--- src/hdl/ppl_pkg.sv ---
// ppl_pkg: constants for the per-port preload map loader
// assumes a six-port switch with byte-offset configuration space per port
package ppl_pkg;

  // ---------------------------------------------------------------
  // preload word addresses
  // ---------------------------------------------------------------
  localparam logic [7:0]  PRELOAD_BASE   = 8'h80;   // word address of port 0
  localparam logic [7:0]  PRELOAD_STEP   = 8'h02;   // address step per port
  localparam logic [7:0]  PRELOAD_LAST   = 8'h8A;   // word address of port 5
  localparam int          NUM_PORTS      = 6;

  // ---------------------------------------------------------------
  // configuration offsets
  // ---------------------------------------------------------------
  localparam logic [11:0] OFF_PM_CTRL    = 12'h074; // power-management control
  localparam logic [11:0] OFF_VGA_CTRL   = 12'h070; // vga decode enable
  localparam logic [11:0] OFF_VEND_CTRL5 = 12'h088; // vendor_control_reg_five

  // ---------------------------------------------------------------
  // preload word fields and target positions
  // ---------------------------------------------------------------
  localparam int RXPOL_SRC   = 6;   // disable rx polarity capability
  localparam int RXPOL_DST   = 14;
  localparam int PMGRP_SRC   = 0;   // six-bit group low end (d3, l1 delay, l0s)
  localparam int PMGRP_DST   = 8;
  localparam int PMGRP_W     = 6;
  localparam int VGA_SRC     = 7;   // vga decode enable
  localparam int VGA_DST     = 31;
  localparam int VEND_SRC    = 8;   // byte moved into bits 31:24
  localparam int VEND_DST    = 24;

  // write masks for each configuration write
  localparam logic [31:0] MASK_PM_CTRL   = 32'h0000_7F00;
  localparam logic [31:0] MASK_VGA_CTRL  = 32'h8000_0000;
  localparam logic [31:0] MASK_VEND_CTRL = 32'hFF00_0000;

  // loader states
  typedef enum logic [1:0] {PPL_IDLE, PPL_FETCH, PPL_WR_VGA, PPL_WR_VEND} ppl_state_t;

endpackage : ppl_pkg

--- src/hdl/ppl_loader.sv ---
// ppl_loader: fetches one preload word per port and scatters its bits into
// three configuration writes for that port
// assumes a word source answering rd_req with a one-cycle rd_ack and a
// configuration space that applies cfg_data under cfg_mask on cfg_wr
`timescale 1ns/1ps
module ppl_loader #(
  parameter int NPORTS = ppl_pkg::NUM_PORTS
) (
  input  wire logic        mclk,        // 250 MHz clock
  input  wire logic        rst_n,       // async reset, active low
  input  wire logic        ce,          // clock enable, freezes state when low
  input  wire logic        start,       // begin a preload pass
  output logic             rd_req_q,    // word read request, held until ack
  output logic [7:0]       rd_addr_q,   // word address of the request
  input  wire logic        rd_ack,      // word returned this cycle
  input  wire logic [15:0] rd_data,     // returned preload word
  output logic             cfg_wr_q,    // configuration write strobe
  output logic [2:0]       cfg_port_q,  // target port of the write
  output logic [11:0]      cfg_off_q,   // configuration byte offset
  output logic [31:0]      cfg_data_q,  // write data
  output logic [31:0]      cfg_mask_q,  // bits of cfg_data to apply
  output logic             busy_q,      // pass in progress
  output logic             done_q       // pass finished, one cycle
);

  // ---------------------------------------------------------------
  // helper functions
  // ---------------------------------------------------------------
  // word address of a port
  function automatic logic [7:0] port_addr(input logic [2:0] p);
    port_addr = ppl_pkg::PRELOAD_BASE + ppl_pkg::PRELOAD_STEP * {5'h00, p};
  endfunction

  // power-management control image from a preload word
  function automatic logic [31:0] pm_image(input logic [15:0] w);
    logic [31:0] img;
    img = 32'h0000_0000;
    img[ppl_pkg::RXPOL_DST] = w[ppl_pkg::RXPOL_SRC];
    img[ppl_pkg::PMGRP_DST +: ppl_pkg::PMGRP_W] = w[ppl_pkg::PMGRP_SRC +: ppl_pkg::PMGRP_W];
    pm_image = img;
  endfunction

  // ---------------------------------------------------------------
  // state
  // ---------------------------------------------------------------
  ppl_pkg::ppl_state_t state_q, state_d;
  logic [2:0]  port_q, port_d;
  logic [15:0] word_q, word_d;
  logic        rd_req_d, cfg_wr_d, busy_d, done_d;
  logic [7:0]  rd_addr_d;
  logic [2:0]  cfg_port_d;
  logic [11:0] cfg_off_d;
  logic [31:0] cfg_data_d, cfg_mask_d;
  logic        last_port;

  assign last_port = (port_q == 3'(NPORTS - 1));

  // next-state and output computation
  always_comb begin
    state_d    = state_q;
    port_d     = port_q;
    word_d     = word_q;
    rd_req_d   = rd_req_q;
    rd_addr_d  = rd_addr_q;
    cfg_wr_d   = 1'b0;
    cfg_port_d = cfg_port_q;
    cfg_off_d  = cfg_off_q;
    cfg_data_d = cfg_data_q;
    cfg_mask_d = cfg_mask_q;
    busy_d     = busy_q;
    done_d     = 1'b0;
    case (state_q)
      ppl_pkg::PPL_IDLE: begin
        if (start) begin
          port_d    = 3'h0;
          rd_req_d  = 1'b1;
          rd_addr_d = port_addr(3'h0);
          busy_d    = 1'b1;
          state_d   = ppl_pkg::PPL_FETCH;
        end
      end
      ppl_pkg::PPL_FETCH: begin
        if (rd_ack) begin
          word_d     = rd_data;
          rd_req_d   = 1'b0;
          cfg_wr_d   = 1'b1;
          cfg_port_d = port_q;
          cfg_off_d  = ppl_pkg::OFF_PM_CTRL;
          cfg_data_d = pm_image(rd_data);
          cfg_mask_d = ppl_pkg::MASK_PM_CTRL;
          state_d    = ppl_pkg::PPL_WR_VGA;
        end
      end
      ppl_pkg::PPL_WR_VGA: begin
        cfg_wr_d   = 1'b1;
        cfg_off_d  = ppl_pkg::OFF_VGA_CTRL;
        cfg_data_d = 32'h0000_0000;
        cfg_data_d[ppl_pkg::VGA_DST] = word_q[ppl_pkg::VGA_SRC];
        cfg_mask_d = ppl_pkg::MASK_VGA_CTRL;
        state_d    = ppl_pkg::PPL_WR_VEND;
      end
      ppl_pkg::PPL_WR_VEND: begin
        cfg_wr_d   = 1'b1;
        cfg_off_d  = ppl_pkg::OFF_VEND_CTRL5;
        cfg_data_d = 32'h0000_0000;
        cfg_data_d[ppl_pkg::VEND_DST +: 8] = word_q[ppl_pkg::VEND_SRC +: 8];
        cfg_mask_d = ppl_pkg::MASK_VEND_CTRL;
        if (last_port) begin
          busy_d  = 1'b0;
          done_d  = 1'b1;
          state_d = ppl_pkg::PPL_IDLE;
        end else begin
          port_d    = port_q + 3'h1;
          rd_req_d  = 1'b1;
          rd_addr_d = port_addr(port_q + 3'h1);
          state_d   = ppl_pkg::PPL_FETCH;
        end
      end
      default: state_d = ppl_pkg::PPL_IDLE;
    endcase
  end

  // state registers, frozen while ce is low
  always_ff @(posedge mclk or negedge rst_n) begin
    if (!rst_n) begin
      state_q    <= ppl_pkg::PPL_IDLE;
      port_q     <= 3'h0;
      word_q     <= 16'h0000;
      rd_req_q   <= 1'b0;
      rd_addr_q  <= 8'h00;
      cfg_wr_q   <= 1'b0;
      cfg_port_q <= 3'h0;
      cfg_off_q  <= 12'h000;
      cfg_data_q <= 32'h0000_0000;
      cfg_mask_q <= 32'h0000_0000;
      busy_q     <= 1'b0;
      done_q     <= 1'b0;
    end else if (ce) begin
      state_q    <= state_d;
      port_q     <= port_d;
      word_q     <= word_d;
      rd_req_q   <= rd_req_d;
      rd_addr_q  <= rd_addr_d;
      cfg_wr_q   <= cfg_wr_d;
      cfg_port_q <= cfg_port_d;
      cfg_off_q  <= cfg_off_d;
      cfg_data_q <= cfg_data_d;
      cfg_mask_q <= cfg_mask_d;
      busy_q     <= busy_d;
      done_q     <= done_d;
    end
  end

  // ---------------------------------------------------------------
  // checks
  // ---------------------------------------------------------------
  fetch_addr_a: assert property (@(posedge mclk) disable iff (!rst_n)
    rd_req_q |-> (rd_addr_q == port_addr(port_q)) && (rd_addr_q <= ppl_pkg::PRELOAD_LAST))
    else $error("preload fetch address does not match port");

  pm_rxpol_a: assert property (@(posedge mclk) disable iff (!rst_n)
    (cfg_wr_q && cfg_off_q == ppl_pkg::OFF_PM_CTRL)
      |-> cfg_data_q[14] == word_q[6] && cfg_mask_q[14])
    else $error("rx polarity bit misplaced");

  pm_l0s_a: assert property (@(posedge mclk) disable iff (!rst_n)
    (cfg_wr_q && cfg_off_q == ppl_pkg::OFF_PM_CTRL) |-> cfg_data_q[13:12] == word_q[5:4])
    else $error("l0s enable field misplaced");

  pm_l1_delay_a: assert property (@(posedge mclk) disable iff (!rst_n)
    (cfg_wr_q && cfg_off_q == ppl_pkg::OFF_PM_CTRL) |-> cfg_data_q[11:10] == word_q[3:2])
    else $error("l1 delay select misplaced");

  pm_d3_l1_a: assert property (@(posedge mclk) disable iff (!rst_n)
    (cfg_wr_q && cfg_off_q == ppl_pkg::OFF_PM_CTRL) |-> cfg_data_q[9:8] == word_q[1:0])
    else $error("d3 enters l1 field misplaced");

  pm_group_mask_a: assert property (@(posedge mclk) disable iff (!rst_n)
    (ce && rd_ack && rd_req_q) |=> cfg_wr_q && cfg_mask_q == 32'h0000_7F00
      && cfg_data_q[13:8] == $past(rd_data[5:0]))
    else $error("pm group not written after fetch");

  vga_write_a: assert property (@(posedge mclk) disable iff (!rst_n)
    (ce && cfg_wr_q && cfg_off_q == ppl_pkg::OFF_PM_CTRL) |=> cfg_wr_q
      && cfg_off_q == ppl_pkg::OFF_VGA_CTRL && cfg_data_q[31] == word_q[7])
    else $error("vga decode write missing or wrong");

  vend_write_a: assert property (@(posedge mclk) disable iff (!rst_n)
    (ce && cfg_wr_q && cfg_off_q == ppl_pkg::OFF_VGA_CTRL) |=> cfg_wr_q
      && cfg_off_q == ppl_pkg::OFF_VEND_CTRL5 && cfg_data_q[31:24] == word_q[15:8])
    else $error("vendor control byte write missing or wrong");

  // pass end, follow-on fetch and idle quiet: the far side relies on these levels
  done_last_a: assert property (@(posedge mclk) disable iff (!rst_n)
    done_q |-> cfg_wr_q && !busy_q && cfg_off_q == ppl_pkg::OFF_VEND_CTRL5
      && cfg_port_q == 3'(NPORTS - 1))
    else $error("pass ended away from the last port");

  next_fetch_a: assert property (@(posedge mclk) disable iff (!rst_n)
    (cfg_wr_q && cfg_off_q == ppl_pkg::OFF_VEND_CTRL5 && !done_q)
      |-> rd_req_q && busy_q && rd_addr_q == port_addr(cfg_port_q + 3'h1))
    else $error("next port fetch missing after vendor write");

  idle_no_fetch_a: assert property (@(posedge mclk) disable iff (!rst_n)
    !busy_q |-> !rd_req_q)
    else $error("fetch request outside a pass");

endmodule // ppl_loader

--- config.mk ---
export PLATFORM = sky130hd
export DESIGN_NAME = ppl_loader
export DESIGN_NICKNAME = d
export VERILOG_FILES = /design/src/hdl/ppl_pkg.sv /design/src/hdl/ppl_loader.sv
export SDC_FILE = /design/constraint.sdc
export NUM_CORES = 1
export LEC_CHECK = 0
export BUFFER_PORTS_ARGS = -buffer_cell sky130_fd_sc_hd__buf_2
export CAP_MARGIN = 10
export CORE_MARGIN = 2
export CORE_UTILIZATION = 42
export CTS_CLUSTER_DIAMETER = 150
export CTS_CLUSTER_SIZE = 40
export DETAILED_ROUTE_END_ITERATION = 8
export GPL_ROUTABILITY_DRIVEN = 0
export HOLD_SLACK_MARGIN = 0.06
export PLACE_DENSITY_LB_ADDON = 0.2
export SLEW_MARGIN = 20
export SYNTH_ARGS = -nofsm -noshare
export SYNTH_HDL_FRONTEND = slang
export SYNTH_SLANG_ARGS = --single-unit
--- constraint.sdc ---
create_clock -name mclk -period 1.7 [get_ports mclk]
set_input_delay 0 -clock mclk [delete_from_list [all_inputs] [get_ports mclk]]
set_output_delay 0 -clock mclk [all_outputs]
set_load 0.05 [all_outputs]
==> results.py <==
metrics = {
    "clock_network": {
        "cts_setup_buffers": 0,
        "clock-sinks": 41,
        "cts_root_buffer": "clkbuf_8",
        "path_clk_slew_ns": 0.08,
        "insertion_delay_ns": 0.28,
        "cts_tree": "done",
        "numCtsBuffers": 5,
        "cts_buffer_depth": 2,
        "h-tree-depth": 2,
    },
    "routing": {
        "postRouteAntennaNets": 0,
        "wl_mm": 4.03,
        "wl_per_cell_um": 10.7,
        "dr.first_iter.drc_count": 43,
        "num_vias": 1603,
        "drc": 0,
        "first_pass_iters": 4,
        "vias_per_cell": 4.26,
    },
    "worst_setup_path": {
        "critPathLaunch": "state_q[0]",
        "crit_type": "reg -> reg",
        "endpoint_kind": "register",
        "required_ns": 1.87,
        "r2r_setup_slack_ns": 0.16,
        "cp_max_fo": 7,
        "reg2reg_to": "state_q[1]",
        "slowest_stage": "dfrtp_1",
        "slowest_delay_ns": 0.37,
        "cp.arrival_ns": 1.71,
        "reg2reg_from": "state_q[0]",
        "worstSetupStartpointType": "register",
        "worstRegToRegCells": 6,
        "crit_chain": "inv_1 > ha_1 > buf_4 > nand2b_1 > and3_4 > mux2_4",
        "critical_path.endpoint": "state_q[1]",
    },
    "placed_design": {
        "dp.cells": 351,
        "hpwl_mm": 3.01,
        "port_buffers": 67,
    },
    "yosys": {
        "ys_async_sr_fraction": 1.00,
        "synth_edf_count": 0,
        "yosys_warnings": 0,
        "syn_area_per_cell_um2": 10.5,
        "netlist-cell-type-count": 32,
        "ys_ff_latch": 41,
        "dominantRegCellSynth": "dfrtp_1",
        "syn_inst": 227,
        "yosys-top-cells-area": "dfrtp_1 43%, buf_4 19%, mux2_2 7.1%",
        "synth_top_area_frac": 0.430,
        "synth_top_cell_by_area": "dfrtp_1",
        "yosysSeqAreaShare": 0.430,
        "synth_area_mm2": 0.00239,
    },
    "layout": {
        "fin_cells": 376,
        "final_layout_size_suffix_gt1_frac": 0.349,
        "antenna_cells": 0,
        "fin_util": 0.518,
        "areaGrowthSynthToFinish_pct": 19.6,
        "nets": 331,
    },
    "global_routing": {
        "track_usage": 0.136,
        "grt_first_pass_wirelength_mm": 6.76,
        "grt_max_degree": 17,
        "overflow": 0,
        "grt_pass1_vias": 1458,
        "antenna_found_initial": 0,
    },
    "die": {
        "ios": 112,
        "fp.dieH_um": 79.4,
        "die_w_um": 79.4,
        "initial_utilization": 0.433,
        "dieArea_mm2": 0.00630,
        "num_rows": 27,
        "core_mm2": 0.00551,
    },
    "timing": {
        "min_period_over_period": 0.905,
        "hold_viol": 0,
        "setup_viol": 0,
        "fmax_mhz": 650,
        "setup_tns_ns": 0,
        "rsz0062_at_grt": "false",
        "min_period_ns": 1.54,
        "slew_viol_final": 0,
        "fin_worst_skew_ns": 0.00288,
    },
    "outcome": {
        "status": "complete, no violations",
    },
    "power_and_ir_drop": {
        "p_leak_nw": 1.53,
        "p_per_area_mw_per_mm2": 2140,
        "ir_worst_vdd_mv": 1.25,
    },
    "worst_hold_path": {
        "min_path_type": "in -> reg",
        "hold_depth": 4,
    },
    "run": {
        "cap_viol_max_count": 0,
    },
}
==> through the flow <==
stage | setup slack, ns | hold WS (ns) | cell area (um2) | total power (W)
3_5_place_dp | 0.0725 | -0.0651 | 2560 | 0.00532
6_report | 0.162 | 0.120 | 2850 | 0.00611
5_1_grt | 0.0559 | 0.150 | 2850 | 0.00650
2_1_floorplan | 0.106 | -0.296 | 2550 | 0.00482
4_1_cts | 0.0550 | 0.115 | 2850 | 0.00617
3_3_place_gp | 0.109 | -0.0623 | 2560 | 0.00530
==> cell families after synthesis <==
family,share of synthesized area
adder cells (fa/ha/maj),0.0367
multiplexers,0.150
AND/OR/NAND/NOR,0.0718
AO/OA/AOI/OAI,0.0587
buffers and inverters,0.251
flip-flops,0.430
other,0.00157
==> worst min-delay path by stage <==
| stage | from | end | slack [ns] |
|---|---|---|---|
| 3_5_place_dp | rst_n | done_q | -0.07 |
| 3_3_place_gp | rst_n | done_q | -0.06 |
| 6_report | start | rd_addr_q[3] | 0.12 |
| 2_1_floorplan | rst_n | busy_q | -0.30 |
| 4_1_cts | start | rd_addr_q[3] | 0.11 |
| 5_1_grt | ce | done_q | 0.15 |
==> state kept, by name (all words and copies together) (netlist names) <==
name / flops
cfg_off_q: 3
done_q: 1
word_q: 9
state_q: 2
port_q: 2
cfg_port_q: 3
cfg_data_q: 15
cfg_mask_q: 1
rd_addr_q: 2
busy_q: 1
cfg_wr_q: 1
rd_req_q: 1
==> critical path: cells and delay by family, from the launching register on <==
family / cells / cell delay, ns
muxes: 1 / 0.29
DFF: 1 / 0.37
and+or+nand+nor: 2 / 0.29
adders and majority gates: 1 / 0.22
buffers and inverters: 2 / 0.25
==> cell usage after synthesis (2+ instances only) <==
master     number
nand2_1        19
a22o_1          2
dfrtp_1        41
a21oi_1         4
and3_1          4
ha_1            7
o21ai_0         2
mux2i_1        16
a31oi_1         5
buf_4          61
clkbuf_1        3
a211oi_1        3
inv_1          22
mux2_4          2
mux2_2         15
buf_2           3
o2bb2ai_1       2
nand3_1         2
==> cells in the final DEF (no fill, tap or decap), types with 3 or more instances in the layout <==
master / netlist / final
buf_4: 61 / 9
nand2_1: 19 / 19
conb_1: 1 / 44
dfrtp_1: 41 / 41
a31oi_1: 5 / 5
dlygate4sd3_1: 0 / 17
and3_1: 4 / 4
mux2_2: 15 / 15
a21oi_1: 4 / 4
ha_1: 7 / 7
a211oi_1: 3 / 3
inv_1: 22 / 22
clkbuf_8: 0 / 6
mux2i_1: 16 / 16
buf_2: 3 / 67
==> routing by layer <==
metal	vias up	GRT usage	wire [um]
li1	788	-	-
met1	745	0.181	1850
met2	66	0.212	1860
met3	4	0.0407	298
met4	0	0.0500	32
met5	-	0	0
==> report_power, final <==
group / internal, W / switching, W
clock: 0.000479 / 0.000322
combinational: 0.00104 / 0.00264
sequential: 0.00138 / 0.000246
==> cell type report <==
| class | count | area [um2] |
|---|---|---|
| clock buffers | 7 | 86.3 |
| fillers | 529 | 2650 |
| flip-flops and latches | 41 | 1030 |
| well taps | 72 | 90.1 |
| clock inverters | 1 | 30.0 |
| inverters | 22 | 82.6 |
| repair buffers | 95 | 613 |
| multi-input cells | 138 | 925 |
==> repair_timing <==
action | CTS | global route
setup endpoints to repair | 0 | 18
hold buffers | 17 | 0
hold endpoints to repair | 57 | 0
gates resized for setup | 0 | 1
Note: power is estimated with default switching activity, not from simulation.
